File: config.mk
export PLATFORM = sky130hd
export DESIGN_NAME = operand_addr_unit
export DESIGN_NICKNAME = d
export VERILOG_FILES = /design/src/verilog/operand_addr_pkg.sv /design/src/verilog/bit_addr_map.sv /design/src/verilog/operand_addr_unit.sv
export SDC_FILE = /design/constraint.sdc
export NUM_CORES = 1
export LEC_CHECK = 0
export BUFFER_PORTS_ARGS = -buffer_cell sky130_fd_sc_hd__buf_2
export CAP_MARGIN = 10
export CORE_UTILIZATION = 35
export CTS_BUF_LIST = sky130_fd_sc_hd__clkbuf_8
export DETAILED_ROUTE_END_ITERATION = 8
export GPL_TIMING_DRIVEN = 0
export SETUP_SLACK_MARGIN = 0.02
export SLEW_MARGIN = 20
export SYNTH_ARGS = -nofsm -noshare
export SYNTH_HDL_FRONTEND = slang
export SYNTH_HIERARCHICAL = 1
export SYNTH_SLANG_ARGS = --single-unit
File: constraint.sdc
create_clock -name SYS_CLK_IN -period 5.5 [get_ports SYS_CLK_IN]
set_input_delay 0.825 -clock SYS_CLK_IN [delete_from_list [all_inputs] [get_ports SYS_CLK_IN]]
set_output_delay 0.825 -clock SYS_CLK_IN [all_outputs]
set_load 0.01 [all_outputs]
File: src/verilog/operand_addr_pkg.sv
package operand_addr_pkg;

    // bank-select field inside the status word
    localparam int BANK_LSB = 3;
    localparam int BANK_MSB = 4;
    // direct addresses at or above this reach special function registers
    localparam logic [7:0] SPECIAL_BASE = 8'h80;
    // first byte of bit-addressable internal RAM
    localparam logic [7:0] BIT_RAM_BASE = 8'h20;
    localparam logic [7:0] BYTE_ZERO = 8'h00;
    localparam logic [15:0] ADDR_ZERO = 16'h0000;

    typedef enum logic [3:0] {
        MODE_DIRECT = 4'h0,
        MODE_IND_RAM = 4'h1,
        MODE_IND_XRAM = 4'h2,
        MODE_IND_DATA_PTR = 4'h3,
        MODE_REGISTER = 4'h4,
        MODE_ACCUM = 4'h5,
        MODE_IMMEDIATE = 4'h6,
        MODE_INDEXED = 4'h7,
        MODE_BIT = 4'h8
    } mode_t;

    typedef enum logic [2:0] {
        SP_NONE = 3'h0,
        SP_IRAM = 3'h1,
        SP_SPECIAL = 3'h2,
        SP_XDATA = 3'h3,
        SP_CODE = 3'h4,
        SP_IMM = 3'h5,
        SP_ACC = 3'h6
    } space_t;

    typedef enum logic [1:0] {
        ST_IDLE = 2'b01,
        ST_PTR_WAIT = 2'b10
    } state_t;

    typedef struct packed {
        mode_t mode;
        logic [7:0] opcode;
        logic [7:0] field;
        logic is_write;
        logic acc_partner;
    } req_t;

    typedef struct packed {
        space_t space;
        logic [15:0] addr;
        logic [7:0] imm;
        logic is_bit;
        logic [2:0] bit_sel;
    } res_t;

    localparam res_t RES_RESET = '{SP_NONE, ADDR_ZERO, BYTE_ZERO, 1'b0, 3'h0};

endpackage : operand_addr_pkg

File: src/verilog/bit_addr_map.sv
`timescale 1ns/1ps
`default_nettype none

module bit_addr_map (
    input wire logic [7:0] bit_addr_in,
    output logic [7:0] byte_addr_out,
    output logic is_special_out,
    output logic [2:0] bit_sel_out
);
    import operand_addr_pkg::*;

    wire [7:0] ram_byte;
    wire [7:0] special_byte;

    // low half: 128 bits packed in sixteen ram bytes
    assign ram_byte = BIT_RAM_BASE + {4'h0, bit_addr_in[6:3]};
    // high half: bits of special registers at multiples of eight
    assign special_byte = {bit_addr_in[7:3], 3'h0};
    assign is_special_out = bit_addr_in[7];
    assign byte_addr_out = bit_addr_in[7] ? special_byte : ram_byte;
    assign bit_sel_out = bit_addr_in[2:0];

endmodule : bit_addr_map

`default_nettype wire

File: src/verilog/operand_addr_unit.sv
// Summary of operation
// - direct operand address is instruction's 8-bit field
// - direct reaches only internal RAM and special registers
// - 8-bit indirect pointer from register zero or one
// - 16-bit indirect address is the data pointer
// - register mode picks one of eight bank registers
// - register-specific instructions act on fixed accumulator
// - immediate mode takes constant from instruction bytes
// - indexed only for code reads, pointer plus accumulator
// - bit mode selects one of 256 bits
// - operands resolve in one or two cycles
// - 128 RAM bits plus bit-addressable special registers
// - external RAM only with accumulator, indirect only
`timescale 1ns/1ps
`default_nettype none

module operand_addr_unit (
    input wire logic SYS_CLK_IN,
    input wire logic RESETN_IN,
    input wire logic REQ_VALID_IN,
    input wire operand_addr_pkg::req_t REQ_IN,
    input wire logic [7:0] ACC_IN,
    input wire logic [15:0] DATA_POINTER_16_IN,
    input wire logic [7:0] STATUS_WORD_IN,
    input wire logic [7:0] PTR_RDATA_IN,
    output logic READY_OUT,
    output logic PTR_RD_OUT,
    output logic [7:0] PTR_ADDR_OUT,
    output logic RESULT_VALID_OUT,
    output operand_addr_pkg::res_t RESULT_OUT,
    output logic ERROR_OUT
);
    import operand_addr_pkg::*;

    state_t state_r;
    state_t state_nxt;
    res_t result_r;
    res_t result_nxt;
    logic valid_r;
    logic valid_nxt;
    logic error_r;
    logic error_nxt;
    logic ptr_rd_r;
    logic [7:0] ptr_addr_r;
    logic ready_r;

    wire take;
    wire [1:0] bank;
    wire [7:0] reg_addr;
    wire [7:0] ptr_reg_addr;
    wire direct_special;
    wire [15:0] indexed_addr;
    wire [7:0] bit_byte;
    wire bit_in_special;
    wire [2:0] bit_sel;
    wire issue_ptr;

    assign take = REQ_VALID_IN && ready_r;
    assign bank = STATUS_WORD_IN[BANK_MSB:BANK_LSB];
    assign reg_addr = {3'h0, bank, REQ_IN.opcode[2:0]};
    assign ptr_reg_addr = {3'h0, bank, 2'h0, REQ_IN.opcode[0]};
    assign direct_special = REQ_IN.field >= SPECIAL_BASE;
    assign indexed_addr = DATA_POINTER_16_IN + {BYTE_ZERO, ACC_IN};
    assign issue_ptr = take && (REQ_IN.mode == MODE_IND_RAM
        || (REQ_IN.mode == MODE_IND_XRAM && REQ_IN.acc_partner));

    bit_addr_map u_bit_map (
        .bit_addr_in(REQ_IN.field),
        .byte_addr_out(bit_byte),
        .is_special_out(bit_in_special),
        .bit_sel_out(bit_sel)
    );

    always_comb begin
        state_nxt = state_r;
        result_nxt = result_r;
        valid_nxt = 1'b0;
        error_nxt = 1'b0;
        case (state_r)
            ST_IDLE: begin
                if (take) begin
                    valid_nxt = 1'b1;
                    result_nxt = RES_RESET;
                    case (REQ_IN.mode)
                        MODE_DIRECT: begin
                            result_nxt.space = direct_special ? SP_SPECIAL : SP_IRAM;
                            result_nxt.addr = {BYTE_ZERO, REQ_IN.field};
                        end
                        MODE_IND_RAM: begin
                            valid_nxt = 1'b0;
                            result_nxt.space = SP_IRAM;
                            state_nxt = ST_PTR_WAIT;
                        end
                        MODE_IND_XRAM: begin
                            valid_nxt = 1'b0;
                            result_nxt.space = SP_XDATA;
                            if (REQ_IN.acc_partner) begin
                                state_nxt = ST_PTR_WAIT;
                            end else begin
                                error_nxt = 1'b1;
                            end
                        end
                        MODE_IND_DATA_PTR: begin
                            if (REQ_IN.acc_partner) begin
                                result_nxt.space = SP_XDATA;
                                result_nxt.addr = DATA_POINTER_16_IN;
                            end else begin
                                valid_nxt = 1'b0;
                                error_nxt = 1'b1;
                            end
                        end
                        MODE_REGISTER: begin
                            result_nxt.space = SP_IRAM;
                            result_nxt.addr = {BYTE_ZERO, reg_addr};
                        end
                        MODE_ACCUM: begin
                            result_nxt.space = SP_ACC;
                        end
                        MODE_IMMEDIATE: begin
                            result_nxt.space = SP_IMM;
                            result_nxt.imm = REQ_IN.field;
                        end
                        MODE_INDEXED: begin
                            if (REQ_IN.is_write) begin
                                valid_nxt = 1'b0;
                                error_nxt = 1'b1;
                            end else begin
                                result_nxt.space = SP_CODE;
                                result_nxt.addr = indexed_addr;
                            end
                        end
                        MODE_BIT: begin
                            result_nxt.space = bit_in_special ? SP_SPECIAL : SP_IRAM;
                            result_nxt.addr = {BYTE_ZERO, bit_byte};
                            result_nxt.is_bit = 1'b1;
                            result_nxt.bit_sel = bit_sel;
                        end
                        default: begin
                            valid_nxt = 1'b0;
                            error_nxt = 1'b1;
                        end
                    endcase
                end
            end
            ST_PTR_WAIT: begin
                // pointer register contents answered during the read strobe
                result_nxt.addr = {BYTE_ZERO, PTR_RDATA_IN};
                valid_nxt = 1'b1;
                state_nxt = ST_IDLE;
            end
            default: begin
                state_nxt = ST_IDLE;
            end
        endcase
    end

    always_ff @(posedge SYS_CLK_IN or negedge RESETN_IN) begin
        if (!RESETN_IN) begin
            state_r <= ST_IDLE;
            result_r <= RES_RESET;
            valid_r <= 1'b0;
            error_r <= 1'b0;
        end else begin
            state_r <= state_nxt;
            result_r <= result_nxt;
            valid_r <= valid_nxt;
            error_r <= error_nxt;
        end
    end

    always_ff @(posedge SYS_CLK_IN or negedge RESETN_IN) begin
        if (!RESETN_IN) begin
            ptr_rd_r <= 1'b0;
            ptr_addr_r <= BYTE_ZERO;
            ready_r <= 1'b1;
        end else begin
            ptr_rd_r <= issue_ptr;
            ptr_addr_r <= issue_ptr ? ptr_reg_addr : ptr_addr_r;
            ready_r <= state_nxt == ST_IDLE;
        end
    end

    assign READY_OUT = ready_r;
    assign PTR_RD_OUT = ptr_rd_r;
    assign PTR_ADDR_OUT = ptr_addr_r;
    assign RESULT_VALID_OUT = valid_r;
    assign RESULT_OUT = result_r;
    assign ERROR_OUT = error_r;
endmodule : operand_addr_unit

`default_nettype wire

Word level (Yosys, flattened, before mapping)
Index checks and enable logic that the tools add are counted.
{"block": "totals", "reg_bits": 40, "word_cells": 63, "ram_bits": 0, "in_bits": 65, "mem_count": 0, "out_inout_bits": 43, "latchBits": 0, "mem_bits_ro": 0}
{"block": "classes", "n_div": 0, "reduce_logical": 12, "bitwise_logic": 0, "n_lt_le_gt_ge": 1, "multipliers": 0, "n_eq_ne": 12, "shift": 0, "mux": 25, "add_sub_neg": 2}
{"op": "16-bit one-hot mux with 5 select lines", "n": 1}
{"op": "16-bit one-hot mux with 2 select lines", "n": 1}
{"op": "28-bit two-way mux", "n": 1}
{"op": "3-bit one-hot mux with 8 select lines", "n": 1}
{"op": "19-bit two-way mux", "n": 1}
{"op": "18-bit two-way mux", "n": 1}
{"op": "16-bit by 8-bit adder with 16-bit output", "n": 1}
{"op": "4-bit by 3-bit equality test with 1-bit output (second input constant)", "n": 4}
{"op": "8-bit two-way mux", "n": 2}
{"op": "2-bit two-way mux", "n": 5}
{"op": "4-bit by 2-bit equality test with 1-bit output (second input constant)", "n": 2}
{"op": "8-bit >= comparator (second input constant)", "n": 1}
{"op": "6-bit by 4-bit adder with 7-bit output (first input constant)", "n": 1}
{"op": "1-bit two-way mux", "n": 7}
{"op": "1-bit one-hot mux with 3 select lines", "n": 2}
{"op": "6-bit OR reduction", "n": 1}
{"op": "5-bit OR reduction", "n": 1}
{"op": "2-bit by 1-bit equality test with 1-bit output (second input constant)", "n": 2}
{"op": "4-bit by 1-bit equality test with 1-bit output (second input constant)", "n": 1}
{"op": "4-bit equality test (second input constant)", "n": 1}
{"op": "4-bit zero test", "n": 1}
{"op": "4-bit two-way mux", "n": 1}
{"op": "2-bit one-hot mux with 2 select lines", "n": 1}
{"op": "2-bit AND reduction", "n": 2}
{"op": "other kinds (7)", "n": 10}

Logic depth before layout (Yosys ltp)
Gate-level depths: netlist of the first run.
{"block": "logic_depth", "ltp_word": 5, "depth_mapped": 9, "mapped_depth_nobuf": 9}

Modules after synthesis
Netlist of the first run, hierarchy kept.
{"mod": "operand_addr_unit", "seq_area_each_um2": 1003.5, "area_per_inst_um2": 2658.8, "cells_per_inst": 296, "n_inst": 1}
{"mod": "bit_addr_map", "seq_area_each_um2": 0.0, "area_per_inst_um2": 100.1, "cells_per_inst": 12, "n_inst": 1}

Worst setup path after synthesis of the first run
OpenSTA, ideal clock, no wires.
{"block": "synth_timing", "path_type": "input to register", "startpoint": "input port ACC_IN[0]", "endpoint": "register result_r (netlist bit RESULT_OUT[24])", "setup_slack_ns": 2.971, "required_ns": 5.374, "setup_ns": 0.126, "stages": 9, "path_buffers": 0, "t_arrival_ns": 2.403, "cell_sequence": "ha_1 inv_1 fa_1 nor2b_1 o21bai_1 a21oi_1 o21ai_0 mux2i_1 a221o_1"}
{"block": "synth_via", "elab_chain_cells": 5}
{"element": "from (decl)", "line": "operand_addr_unit.sv:22", "text": "input wire logic [7:0] ACC_IN,"}
{"element": "16-bit by 8-bit adder with 16-bit output", "line": "operand_addr_unit.sv:63", "text": "assign indexed_addr = DATA_POINTER_16_IN + {BYTE_ZERO, ACC_IN};"}
{"element": "19-bit two-way mux", "line": "operand_addr_unit.sv:124", "text": "if (REQ_IN.is_write) begin"}
{"element": "16-bit one-hot mux with 5 select lines", "line": "operand_addr_unit.sv:84", "text": "case (REQ_IN.mode)"}
{"element": "28-bit two-way mux", "line": "operand_addr_unit.sv:81", "text": "if (take) begin"}
{"element": "16-bit one-hot mux with 2 select lines", "line": "operand_addr_unit.sv:79", "text": "case (state_r)"}
{"element": "to (signal assigned)", "line": "operand_addr_unit.sv:165", "text": "result_r <= result_nxt;"}
{"element": "to (decl)", "line": "operand_addr_unit.sv:37", "text": "res_t result_r;"}
No other way between the ends. The select of a mux whose other input is x is not followed.
A chain may end at the register's enable or synchronous reset.

Worst setup path after layout of the first run
{"block": "layout_timing", "startpoint": "input port DATA_POINTER_16_IN[0]", "endpoint": "register result_r (netlist bit RESULT_OUT[24])"}
{"block": "layout_via", "elab_chain_cells": 5}
{"element": "from (decl)", "line": "operand_addr_unit.sv:23", "text": "input wire logic [15:0] DATA_POINTER_16_IN,"}
{"element": "16-bit by 8-bit adder with 16-bit output", "line": "operand_addr_unit.sv:63"}
{"element": "19-bit two-way mux", "line": "operand_addr_unit.sv:124"}
{"element": "16-bit one-hot mux with 5 select lines", "line": "operand_addr_unit.sv:84"}
{"element": "28-bit two-way mux", "line": "operand_addr_unit.sv:81"}
{"element": "16-bit one-hot mux with 2 select lines", "line": "operand_addr_unit.sv:79"}
No other way between the ends. The select of a mux whose other input is x is not followed.

==> insert_results.sql, run 1 <==
INSERT INTO impl_metrics (metric_group, metric, value, unit) VALUES
('outcome', 'outcome', 'complete, no violations', ''),
('clock_network', 'ctsHoldBuffers', '0', ''),
('clock_network', 'post_cts_resized', '0', ''),
('power_and_ir_drop', 'post-layout-total-power', '0.00102', 'W'),
('power_and_ir_drop', 'cellLeakagePower', '1.74', 'nW'),
('finish', 'final_core_utilization', '45.0', '%'),
('min_path', 'hold_start', 'state_r[1]', ''),
('placed_design', 'place.gp.congestion', '0.823', ''),
('sta', 'fin_crit', '2.61', 'ns'),
('placed_design', 'placedInstanceArea', '3350', 'um2'),
('floorplanning', 'fp.dieW', '90.8', 'um'),
('floorplanning', 'initial_core_util', '35.9', '%'),
('sta', 'worstMarginPinSlew', '0.928', 'ns'),
('floorplanning', 'number_of_standard_cell_rows_in_the_floorplan', '32', ''),
('synth', 'postSynth.asyncResetShare', '100', '%'),
('drt', 'first_iter_violations', '127', ''),
('sta', 'final.setup_skew', '0.00846', 'ns'),
('finish', 'layout.cells.most_common', 'sky130_fd_sc_hd__buf_2', ''),
('floorplanning', 'die_h', '90.8', 'um'),
('power_and_ir_drop', 'clock_power_share', '23.7', '%'),
('min_path', 'min_path_cells', '1', ''),
('drt', 'wirelength', '7880', 'um'),
('floorplanning', 'placeableCoreArea', '7690', 'um2'),
('synth', 'synth.ff_latch_count', '40', ''),
('synth', 'post_synth_instance_area', '2760', 'um2'),
('critical_path', 'worst_setup_path_end_kind', 'register', ''),
('min_path', 'min_to', 'READY_OUT', ''),
('critical_path', 'cp.arrival', '2.79', 'ns'),
('global_route', 'globalRouteTotalUtil', '19.3', '%'),
('job', 'max_cap_violations', '0', ''),
('finish', 'fill_cells', '792', ''),
('critical_path', 'worst_r2r_startpoint', 'state_r[0]', ''),
('global_route', 'grt_first_pass_wirelength', '12600', 'um'),
('clock_network', 'postCtsSetupRepairBufs', '0', ''),
('floorplanning', 'boundaryPins', '108', ''),
('sta', 'post-route-period-util', '47.4', '%'),
('global_route', 'first_global_vias', '2556', ''),
('critical_path', 'worst_r2r_path_depth', '6', ''),
('synth', 'synth_cell_type_count', '61', ''),
('power_and_ir_drop', 'share_of_power_burned_in_registers', '38.5', '%'),
('drt', 'route.vias.total', '2718', ''),
('power_and_ir_drop', 'switching_power', '0.000370', 'W'),
('sta', 'final-setup-viol-count', '0', ''),
('critical_path', 'worstSetupStartpoint', 'DATA_POINTER_16_IN[0]', ''),
('finish', 'insertedDiodeCount', '0', ''),
('placed_design', 'post-dp-hpwl', '6000', 'um'),
('critical_path', 'timing.critical_path.required', '5.69', 'ns'),
('synth', 'synth_flop_cell', 'sky130_fd_sc_hd__dfrtp_1', ''),
('sta', 'totalNegativeSetupSlack', '0', 'ns'),
('synth', 'postSynthCellCount', '308', ''),
('sta', 'slew_limit_fails', '0', ''),
('finish', 'final_nets', '485', ''),
('clock_network', 'cts_sinks', '40', ''),
('drt', 'routedWlPerCell', '15.4', 'um'),
('critical_path', 'setup.worst_path.start_class', 'input port', ''),
('synth', 'synth.yosys.seq_area_share', '36.4', '%'),
('critical_path', 'path_class', 'input port to register', ''),
('finish', 'most-common-layout-cells', '96 x sky130_fd_sc_hd__buf_2, 38 x sky130_fd_sc_hd__dfrtp_1, 35 x sky130_fd_sc_hd__nand2_1', ''),
('drt', 'vias_per_cell', '5.31', ''),
('clock_network', 'cts.htree.levels', '2', ''),
('min_path', 'hp-class', 'register to register', ''),
('critical_path', 'critical_path.max_fanout', '5', ''),
('finish', 'layout-area-overhead-vs-synth', '25.4', '%'),
('synth', 'synth_enable_flop_cells', '0', ''),
('clock_network', 'numCtsBuffers', '5', ''),
('global_route', 'global_route.overflow_total', '0', ''),
('sta', 'unrepaired_setup_endpoints_after_global_routing', 'no', ''),
('placed_design', 'io_port_bufs', '90', ''),
('sta', 'finalHoldViolations', '0', ''),
('synth', 'ys_warn_count', '6', ''),
('critical_path', 'worstReg2RegEnd', 'RESULT_OUT[15]', '');
## synth_stat cells (all sizes together), types with 3 or more instances
cell and instances:
a21oi 21, dfrtp 38, o21bai 3, mux2 6
o21a 5, buf 17, and3 4, a22o 11
and2 6, o211ai 3, ha 10, a21o 3
inv 9, a22oi 5, nor2b 3, nand2b 7
xnor2 5, nor2 15, a222oi 4, nor3 8
nand2 36, o21ai 26, a211oi 3, mux2i 7
nand3 10, clkbuf 9, and2b 3
## worst max-delay path, cell delays in order
cell	delay [ns]
sky130_fd_sc_hd__buf_2	0.09
sky130_fd_sc_hd__ha_1	0.19
sky130_fd_sc_hd__inv_1	0.07
sky130_fd_sc_hd__fa_1	0.39
sky130_fd_sc_hd__nor2b_1	0.20
sky130_fd_sc_hd__o21bai_1	0.11
sky130_fd_sc_hd__a21oi_1	0.32
sky130_fd_sc_hd__o21ai_0	0.19
sky130_fd_sc_hd__mux2i_1	0.15
sky130_fd_sc_hd__a221o_1	0.27
## through the flow
stage          setup WS, ns  std cells
3_5_place_dp           2.64        504
5_1_grt                2.76        512
4_1_cts                2.94        512
2_1_floorplan          2.97        312
6_report               2.89        512
3_3_place_gp           2.66        504
## registers in the layout (all words and copies together), names as in the netlist
register	flops
RESULT_OUT	31
PTR_ADDR_OUT	3
state_r	2
ERROR_OUT	1
PTR_RD_OUT	1
READY_OUT	1
RESULT_VALID_OUT	1
## routing by layer
| metal | wire length [um] | up-vias | global-route usage, % |
|---|---|---|---|
| met5 | 0 | - | 0 |
| met4 | 125 | 0 | 5.69 |
| met3 | 395 | 10 | 3.20 |
| met2 | 3740 | 84 | 31.8 |
| met1 | 3620 | 1305 | 25.9 |
| li1 | - | 1319 | - |
## power by group through the flow
stage          logic (W)  registers, W  clock network (W)
5_1_grt         0.000427      0.000399           0.000257
6_report        0.000384      0.000391           0.000241
3_3_place_gp    0.000377      0.000396                  0
4_1_cts         0.000386      0.000391           0.000247
2_1_floorplan   0.000211      0.000420                  0
3_5_place_dp    0.000384      0.000397                  0
## worst max-delay path by stage
stage | end | cells past startpoint
2_1_floorplan | RESULT_OUT[24] | 9
3_3_place_gp | RESULT_OUT[24] | 10
3_5_place_dp | RESULT_OUT[24] | 10
4_1_cts | RESULT_OUT[24] | 10
5_1_grt | RESULT_OUT[24] | 10
6_report | RESULT_OUT[24] | 10
## area by class of cell
cell class                 instances  area, um2  area share [%]
clock buffer                       5       68.8            1.99
tap                              102        128            3.69
timing repair buffer              90        450            13.0
buffer                            26        150            4.34
clock inverter                     3       38.8            1.12
inverter                           9       33.8           0.976
multi-input combinational        237       1590            45.9
sequential                        40       1000            29.0
## logic make-up after synthesis
| kind of cell | Yosys count | synth area share, % |
|---|---|---|
| adder cells (fa/ha/maj) | 11 | 5.26 |
| AO/OA/AOI/OAI | 103 | 25.9 |
| AND/OR/NAND/NOR | 98 | 18.3 |
| multiplexers | 13 | 5.12 |
| other | 1 | 0.136 |
| XOR/XNOR | 7 | 2.22 |
| buffers and inverters | 35 | 6.67 |
| flip-flops | 40 | 36.4 |
No activity file was read; power rests on OpenSTA's default activity.
==> inputs of run 2 (changes only) <==
--- a/config.mk
+++ b/config.mk
@@ -5,6 +5,7 @@
 export SDC_FILE = /design/constraint.sdc
 export NUM_CORES = 1
 export LEC_CHECK = 0
+export ABC_AREA = 1
 export BUFFER_PORTS_ARGS = -buffer_cell sky130_fd_sc_hd__buf_2
 export CAP_MARGIN = 10
 export CORE_UTILIZATION = 35
==> constraint.sdc (replaced) <==
create_clock -name SYS_CLK_IN -period 2.35 [get_ports SYS_CLK_IN]
set_input_delay 0.3525 -clock SYS_CLK_IN [delete_from_list [all_inputs] [get_ports SYS_CLK_IN]]
set_output_delay 0.3525 -clock SYS_CLK_IN [all_outputs]
set_load 0.01 [all_outputs]
==> insert_results.sql, run 2 <==
INSERT INTO impl_metrics (metric_group, metric, value, unit) VALUES
('synth', 'ys_warn_count', '6', ''),
('global_route', 'globalRouteTotalUtil', '20.8', '%'),
('synth', 'synth_top_area_share', '31.1', '%'),
('finish', 'most-common-layout-cells', '177 x sky130_fd_sc_hd__nand2_1, 91 x sky130_fd_sc_hd__buf_2, 54 x sky130_fd_sc_hd__inv_1', ''),
('clock_network', 'cts.htree.levels', '2', ''),
('sta', 'finalHoldViolations', '0', ''),
('floorplanning', 'floorplan.die_area', '9110', 'um2'),
('clock_network', 'worst_setup_hold_path_clk_slew', '0.08', 'ns'),
('clock_network', 'ctsHoldBuffers', '0', ''),
('outcome', 'outcome', 'complete, no violations', ''),
('synth', 'synth_enable_flop_cells', '0', ''),
('clock_network', 'tritoncts', 'yes', ''),
('finish', 'flip_flop_count_of_the_largest_register_after_layout', '31', ''),
('clock_network', 'post_cts_resized', '0', ''),
('sta', 'slew_limit_fails', '0', ''),
('finish', 'layout.cells.most_common', 'sky130_fd_sc_hd__nand2_1', ''),
('clock_network', 'numCtsBuffers', '5', ''),
('global_route', 'global_route.overflow_total', '0', ''),
('synth', 'synth_flop_cell', 'sky130_fd_sc_hd__dfrtp_1', ''),
('sta', 'relative_slew_slack', '38.7', '%'),
('synth', 'netlist.top_cell.by_area', 'sky130_fd_sc_hd__dfrtp_1', ''),
('floorplanning', 'die_h', '95.5', 'um'),
('critical_path', 'path_class', 'register to register', ''),
('critical_path', 'timing.critical_path.required', '2.53', 'ns'),
('finish', 'fill_cells', '923', ''),
('finish', 'insertedDiodeCount', '0', ''),
('power_and_ir_drop', 'power.density', '701', 'nW/um2'),
('synth', 'synth_cell_type_count', '39', ''),
('drt', 'drtPass1Iterations', '4', ''),
('synth', 'postSynth.asyncResetShare', '100', '%'),
('critical_path', 'worst_setup_path_end_kind', 'register', ''),
('sta', 'unrepaired_setup_endpoints_after_global_routing', 'no', ''),
('drt', 'ant_nets', '0', ''),
('sta', 'final-setup-viol-count', '0', ''),
('synth', 'synth.yosys.seq_area_share', '32.8', '%'),
('finish', 'layout-area-overhead-vs-synth', '23.8', '%'),
('sta', 'final.setup_skew', '0.00752', 'ns'),
('synth', 'syn-mean-instance-area', '6.57', 'um2'),
('clock_network', 'postCtsSetupRepairBufs', '0', ''),
('synth', 'postSynthCellCount', '465', ''),
('global_route', 'largest_net_degree_at_the_start_of_global_routing', '41', ''),
('synth', 'post_synth_most_frequent_cells', '177 x sky130_fd_sc_hd__nand2_1, 54 x sky130_fd_sc_hd__inv_1, 38 x sky130_fd_sc_hd__dfrtp_1', ''),
('finish', 'multi_input_area', '1690', 'um2'),
('clock_network', 'cts_sinks', '40', ''),
('floorplanning', 'placeableCoreArea', '8340', 'um2'),
('job', 'max_cap_violations', '0', ''),
('global_route', 'first_global_vias', '3058', ''),
('clock_network', 'max-clock-path-buffers', '2', ''),
('placed_design', 'place.gp.congestion', '0.872', ''),
('drt', 'wirelength', '8890', 'um'),
('drt', 'first_iter_violations', '173', ''),
('global_route', 'grt_first_pass_wirelength', '14600', 'um'),
('critical_path', 'worst_r2r_path_depth', '9', ''),
('drt', 'drc', '0', ''),
('clock_network', 'insertion_delay', '0.30', 'ns'),
('floorplanning', 'initial_core_util', '36.6', '%'),
('sta', 'worstMarginPinSlew', '0.919', 'ns'),
('placed_design', 'io_port_bufs', '91', ''),
('finish', 'regArea', '1000', 'um2'),
('critical_path', 'critical_path.max_fanout', '10', ''),
('synth', 'synth.area.top_cells', 'sky130_fd_sc_hd__dfrtp_1 31%, sky130_fd_sc_hd__nand2_1 22%, sky130_fd_sc_hd__inv_1 6.6%', ''),
('min_path', 'hp-class', 'input port to async pin', ''),
('drt', 'routedWlPerCell', '13.2', 'um'),
('sta', 'post-route-period-util', '85.9', '%'),
('power_and_ir_drop', 'post-layout-total-power', '0.00265', 'W'),
('floorplanning', 'number_of_standard_cell_rows_in_the_floorplan', '33', ''),
('global_route', 'initial_antenna_violation_count', '0', ''),
('synth', 'yosysMostFrequentCell', 'sky130_fd_sc_hd__nand2_1', ''),
('finish', 'final_layout_size_suffix_gt1_share', '25.0', '%'),
('power_and_ir_drop', 'cellLeakagePower', '2.24', 'nW'),
('floorplanning', 'fp.dieW', '95.5', 'um'),
('critical_path', 'setup.worst_path.start_class', 'register', ''),
('sta', 'fin_crit', '2.02', 'ns'),
('power_and_ir_drop', 'max-vdd-ir-drop', '0.253', 'mV'),
('drt', 'vias_per_cell', '4.79', ''),
('clock_network', 'clock_tree.root_cell', 'sky130_fd_sc_hd__clkbuf_8', ''),
('sta', 'totalNegativeSetupSlack', '0', 'ns'),
('synth', 'synth.ff_latch_count', '40', ''),
('synth', 'post_synth_instance_area', '3060', 'um2'),
('drt', 'route.vias.total', '3224', ''),
('finish', 'final_nets', '643', ''),
('sta', 'fmax', '495', 'MHz'),
('floorplanning', 'boundaryPins', '108', ''),
('placed_design', 'post-dp-hpwl', '7130', 'um'),
('critical_path', 'cp.arrival', '2.19', 'ns');
[run 2: cell types whose count changed after synthesis, moves of 6 or more]
cell / delta
sky130_fd_sc_hd__nand2_1: +142
sky130_fd_sc_hd__inv_1: +45
sky130_fd_sc_hd__a22o_1: -11
sky130_fd_sc_hd__o21ai_0: -8
sky130_fd_sc_hd__a21oi_1: +8
sky130_fd_sc_hd__nand2b_1: -6
sky130_fd_sc_hd__inv_2: +8
sky130_fd_sc_hd__nand3_1: +26
sky130_fd_sc_hd__clkbuf_1: -6
sky130_fd_sc_hd__buf_2: -6
sky130_fd_sc_hd__mux2i_1: -7
sky130_fd_sc_hd__nor2_1: +13
[run 2: logic make-up after synthesis]
logic type	count (synthesis)	synth area share, %
adder cells (fa/ha/maj)	11	4.75
flip-flops	40	32.8
XOR/XNOR	2	0.573
AO/OA/AOI/OAI	62	11.1
AND/OR/NAND/NOR	266	38.3
buffers and inverters	83	12.4
other	1	0.123
[run 2: worst max-delay path, stage by stage, from the launching register on]
cell and delay [ns]:
sky130_fd_sc_hd__dfstp_2 0.53, sky130_fd_sc_hd__ha_1 0.26, sky130_fd_sc_hd__inv_1 0.13, sky130_fd_sc_hd__nor2_4 0.25, sky130_fd_sc_hd__inv_2 0.15, sky130_fd_sc_hd__nand2_4 0.14
sky130_fd_sc_hd__inv_2 0.09, sky130_fd_sc_hd__buf_6 0.15, sky130_fd_sc_hd__a21oi_1 0.11, sky130_fd_sc_hd__a21oi_1 0.08
[run 2: path summary, 6_finish.rpt]
| kind | start | slack (ns) | end |
|---|---|---|---|
| max | state_r[0] | 0.33 | RESULT_OUT[13] |
| max reg2reg | state_r[0] | 0.33 | RESULT_OUT[13] |
| min in group SYS_CLK_IN | REQ_IN[4] | 0.33 | RESULT_OUT[6] |
| max in group asynchronous | RESETN_IN | 1.59 | RESULT_OUT[20] |
| min | RESETN_IN | 0.18 | PTR_ADDR_OUT[0] |
| min reg2reg | state_r[1] | 0.47 | READY_OUT |
[run 2: layout make-up]
cell class | count | area share, %
Multi-Input combinational cell | 346 | 44.7
Sequential cell | 40 | 26.5
Timing Repair Buffer | 91 | 12.0
Inverter | 66 | 6.61
Tap cell | 105 | 3.47
Buffer | 17 | 3.37
Clock buffer | 7 | 2.55
Clock inverter | 1 | 0.793
[run 2: through the flow]
step	util, %	setup WS, ns	hold slack, ns	instances	instance area (um2)
after floorplan	-	0.637	0.0569	469	3070
after global placement	43.9	0.336	0.440	665	3660
after detailed placement	43.9	0.317	0.457	665	3660
after CTS	45.4	0.335	0.201	673	3780
after global routing	45.4	0.190	0.247	673	3780
final	45.4	0.331	0.183	673	3780
[run 2: per-layer routing]
layer | up-vias | track usage (%) | wire length (um)
li1 | 1656 | - | -
met3 | 12 | 2.71 | 382
met2 | 81 | 32.6 | 3880
met1 | 1475 | 29.1 | 4450
met5 | - | 0 | 0
met4 | 0 | 7.84 | 177
[run 2: power by group]
group,internal (W),switching [W],total (W)
clock network,0.000375,0.000254,0.000629
registers,0.000866,0.0000840,0.000950
logic,0.000392,0.000682,0.00107
==> inputs of run 3 (changes only) <==
--- a/config.mk
+++ b/config.mk
@@ -16,5 +16,4 @@
 export SLEW_MARGIN = 20
 export SYNTH_ARGS = -nofsm -noshare
 export SYNTH_HDL_FRONTEND = slang
-export SYNTH_HIERARCHICAL = 1
 export SYNTH_SLANG_ARGS = --single-unit
==> constraint.sdc (replaced) <==
create_clock -name SYS_CLK_IN -period 2.45 [get_ports SYS_CLK_IN]
set_input_delay 0.3675 -clock SYS_CLK_IN [delete_from_list [all_inputs] [get_ports SYS_CLK_IN]]
set_output_delay 0.3675 -clock SYS_CLK_IN [all_outputs]
set_load 0.01 [all_outputs]
==> insert_results.sql, run 3 <==
INSERT INTO impl_metrics (metric_group, metric, value, unit) VALUES
('placed_design', 'placedInstanceArea', '3480', 'um2'),
('finish', 'postLayoutCellArea', '3560', 'um2'),
('critical_path', 'ff2ff_setup_slack', '0.53', 'ns'),
('critical_path', 'max_stage_delay', '0.53', 'ns'),
('clock_network', 'worst_setup_hold_path_clk_slew', '0.08', 'ns'),
('sta', 'final-setup-viol-count', '0', ''),
('floorplanning', 'die_h', '92.8', 'um'),
('synth', 'postSynth.asyncResetShare', '100', '%'),
('critical_path', 'timing.critical_path.required', '2.63', 'ns'),
('clock_network', 'max-clock-path-buffers', '2', ''),
('outcome', 'outcome', 'complete, no violations', ''),
('critical_path', 'worst_path_max_delay_cell', 'sky130_fd_sc_hd__dfstp_2', ''),
('finish', 'regArea', '1000', 'um2'),
('synth', 'post_synth_most_frequent_cells', '166 x sky130_fd_sc_hd__nand2_1, 48 x sky130_fd_sc_hd__inv_1, 38 x sky130_fd_sc_hd__dfrtp_1', ''),
('synth', 'synth_enable_flop_cells', '0', ''),
('sta', 'fmax', '520', 'MHz'),
('critical_path', 'critical_path.max_fanout', '10', ''),
('sta', 'totalNegativeSetupSlack', '0', 'ns'),
('sta', 'final.setup_skew', '0.00368', 'ns'),
('drt', 'vias_per_cell', '4.81', ''),
('synth', 'synth.area.mux_share', '0', '%'),
('critical_path', 'worst_setup_path_end_kind', 'register', ''),
('drt', 'wirelength', '8200', 'um'),
('job', 'max_cap_violations', '0', ''),
('synth', 'yosys.area_share.xor_xnor', '0.304', '%'),
('placed_design', 'dp.cells', '625', ''),
('sta', 'worstMarginPinSlew', '0.890', 'ns'),
('synth', 'synthAdderAreaFrac', '5.03', '%'),
('critical_path', 'critical-path-top-cell-by-count', 'sky130_fd_sc_hd__inv_2', ''),
('sta', 'slew_limit_fails', '0', ''),
('placed_design', 'io_port_bufs', '90', ''),
('placed_design', 'place.gp.congestion', '0.845', ''),
('finish', 'multi_input_area', '1590', 'um2'),
('global_route', 'largest_net_degree_at_the_start_of_global_routing', '41', ''),
('clock_network', 'post_cts_resized', '0', ''),
('synth', 'yosys.area_share.simple', '36.5', '%'),
('placed_design', 'post-dp-hpwl', '6750', 'um'),
('drt', 'drc', '0', ''),
('finish', 'final_cell_count_no_fill', '633', ''),
('floorplanning', 'fp.dieW', '92.8', 'um'),
('floorplanning', 'number_of_standard_cell_rows_in_the_floorplan', '32', ''),
('clock_network', 'cts.htree.levels', '2', ''),
('sta', 'unrepaired_setup_endpoints_after_global_routing', 'no', ''),
('synth', 'post_synth_instance_area', '2880', 'um2'),
('sta', 'finalHoldViolations', '0', ''),
('critical_path', 'path_buf_inv', '4', ''),
('synth', 'synth.ff_latch_count', '40', ''),
('floorplanning', 'floorplan.die_area', '8610', 'um2'),
('synth', 'main_combinational_cell_family_by_area_after_synthesis', 'simple AND/OR/NAND/NOR gates', ''),
('clock_network', 'insertion_delay', '0.29', 'ns'),
('finish', 'layout.cells.most_common', 'sky130_fd_sc_hd__nand2_1', ''),
('floorplanning', 'initial_core_util', '36.8', '%'),
('floorplanning', 'boundaryPins', '108', ''),
('critical_path', 'cp.arrival', '2.11', 'ns'),
('synth', 'postSynthCellCount', '429', ''),
('critical_path', 'path_class', 'register to register', ''),
('synth', 'synth_flop_cell', 'sky130_fd_sc_hd__dfrtp_1', ''),
('clock_network', 'cts_sinks', '40', ''),
('critical_path', 'critical_path.cell_chain', 'ha_1, inv_2, nor2_4, inv_2, nand2_4, inv_2, buf_6, a21oi_1, a21oi_1', ''),
('global_route', 'globalRouteTotalUtil', '19.8', '%'),
('synth', 'synth_compound_area_share', '12.6', '%'),
('critical_path', 'cp_top_family', 'flip-flops', ''),
('sta', 'post-route-period-util', '78.4', '%'),
('global_route', 'initial_antenna_violation_count', '0', ''),
('finish', 'insertedDiodeCount', '0', ''),
('floorplanning', 'placeableCoreArea', '7850', 'um2'),
('synth', 'ys_warn_count', '0', ''),
('finish', 'layout-area-overhead-vs-synth', '23.4', '%'),
('power_and_ir_drop', 'cellLeakagePower', '2.11', 'nW'),
('finish', 'final_nets', '606', ''),
('drt', 'route.vias.total', '3044', ''),
('drt', 'routedWlPerCell', '13.0', 'um'),
('drt', 'ant_nets', '0', ''),
('synth', 'netlist.top_cell.by_area', 'sky130_fd_sc_hd__dfrtp_1', ''),
('clock_network', 'postCtsSetupRepairBufs', '0', ''),
('synth', 'synth_top_area_share', '33.0', '%'),
('critical_path', 'setup.worst_path.start_class', 'register', ''),
('global_route', 'grt_first_pass_wirelength', '13300', 'um'),
('synth', 'syn-mean-instance-area', '6.72', 'um2'),
('finish', 'final_layout_size_suffix_gt1_share', '26.7', '%'),
('clock_network', 'tritoncts', 'yes', ''),
('global_route', 'global_route.overflow_total', '0', ''),
('clock_network', 'numCtsBuffers', '5', ''),
('drt', 'first_iter_violations', '189', ''),
('synth', 'yosysMostFrequentCell', 'sky130_fd_sc_hd__nand2_1', ''),
('power_and_ir_drop', 'max-vdd-ir-drop', '0.225', 'mV'),
('min_path', 'hp-class', 'input port to async pin', ''),
('finish', 'fill_cells', '869', ''),
('synth', 'synth_cell_type_count', '39', ''),
('clock_network', 'clock_tree.root_cell', 'sky130_fd_sc_hd__clkbuf_8', ''),
('global_route', 'first_global_vias', '2818', ''),
('power_and_ir_drop', 'power.density', '656', 'nW/um2'),
('drt', 'drtPass1Iterations', '4', ''),
('synth', 'synth.yosys.seq_area_share', '34.8', '%'),
('clock_network', 'ctsHoldBuffers', '0', ''),
('finish', 'flip_flop_count_of_the_largest_register_after_layout', '31', ''),
('sta', 'relative_slew_slack', '40.7', '%'),
('synth', 'synth.area.top_cells', 'sky130_fd_sc_hd__dfrtp_1 33%, sky130_fd_sc_hd__nand2_1 22%, sky130_fd_sc_hd__inv_1 6.2%', ''),
('sta', 'fin_crit', '1.92', 'ns'),
('finish', 'most-common-layout-cells', '166 x sky130_fd_sc_hd__nand2_1, 92 x sky130_fd_sc_hd__buf_2, 50 x sky130_fd_sc_hd__inv_1', '');
==> run 3: layout make-up <==
class,instances,area share (%)
Clock inverter,3,0.352
Sequential cell,40,28.2
Inverter,58,6.19
Clock buffer,5,1.93
Multi-Input combinational cell,324,44.7
Timing Repair Buffer,90,12.7
Buffer,11,2.39
Tap cell,102,3.59
==> run 3: worst reg2reg max path, stage by stage (launching register included) <==
cell and delay, ns:
sky130_fd_sc_hd__dfstp_2 0.53, sky130_fd_sc_hd__ha_1 0.19, sky130_fd_sc_hd__inv_2 0.10, sky130_fd_sc_hd__nor2_4 0.25, sky130_fd_sc_hd__inv_2 0.15, sky130_fd_sc_hd__nand2_4 0.14, sky130_fd_sc_hd__inv_2 0.09, sky130_fd_sc_hd__buf_6 0.15
sky130_fd_sc_hd__a21oi_1 0.13, sky130_fd_sc_hd__a21oi_1 0.08
==> run 3: worst paths after layout <==
check,startpoint,end,cells past startpoint
worst min register to register,PTR_ADDR_OUT[4],PTR_ADDR_OUT[4],2
max in group asynchronous,RESETN_IN,RESULT_OUT[14],1
worst max register to register,state_r[0],RESULT_OUT[12],9
worst max-delay path,state_r[0],RESULT_OUT[12],9
worst min-delay path,RESETN_IN,RESULT_OUT[5],1
min in group SYS_CLK_IN,REQ_IN[10],PTR_ADDR_OUT[0],3
==> run 3: kinds of logic after synthesis <==
family,count (synthesis)
AOI/OAI and AO/OA,62
xor gates and xnor gates,1
adders and majority gates,11
buffers and inverters,69
DFF,40
other,1
and+or+nand+nor,245
==> run 3: power by group <==
| part | internal (W) | switching (W) | total, W | leakage (nW) |
|---|---|---|---|---|
| clock network | 0.000192 | 0.000232 | 0.000424 | 0.0505 |
| registers | 0.000833 | 0.0000838 | 0.000916 | 0.527 |
| logic | 0.000371 | 0.000625 | 0.000996 | 1.53 |
==> run 3: layer usage <==
metal	wire (um)	vias up	GRT usage (%)
li1	-	1549	-
met2	4010	82	33.1
met3	385	14	3.04
met5	0	-	0
met4	173	0	7.05
met1	3630	1399	25.8
==> run 3: through the flow <==
| step | hold WS [ns] | utilization [%] | total power, W | setup slack, ns |
|---|---|---|---|---|
| after floorplan | 0.0719 | - | 0.00156 | 0.615 |
| after global routing | 0.280 | 45.3 | 0.00251 | 0.351 |
| after CTS | 0.225 | 45.3 | 0.00236 | 0.544 |
| final | 0.194 | 45.3 | 0.00234 | 0.528 |
| after global placement | 0.438 | 44.3 | 0.00190 | 0.286 |
| after detailed placement | 0.461 | 44.3 | 0.00194 | 0.240 |
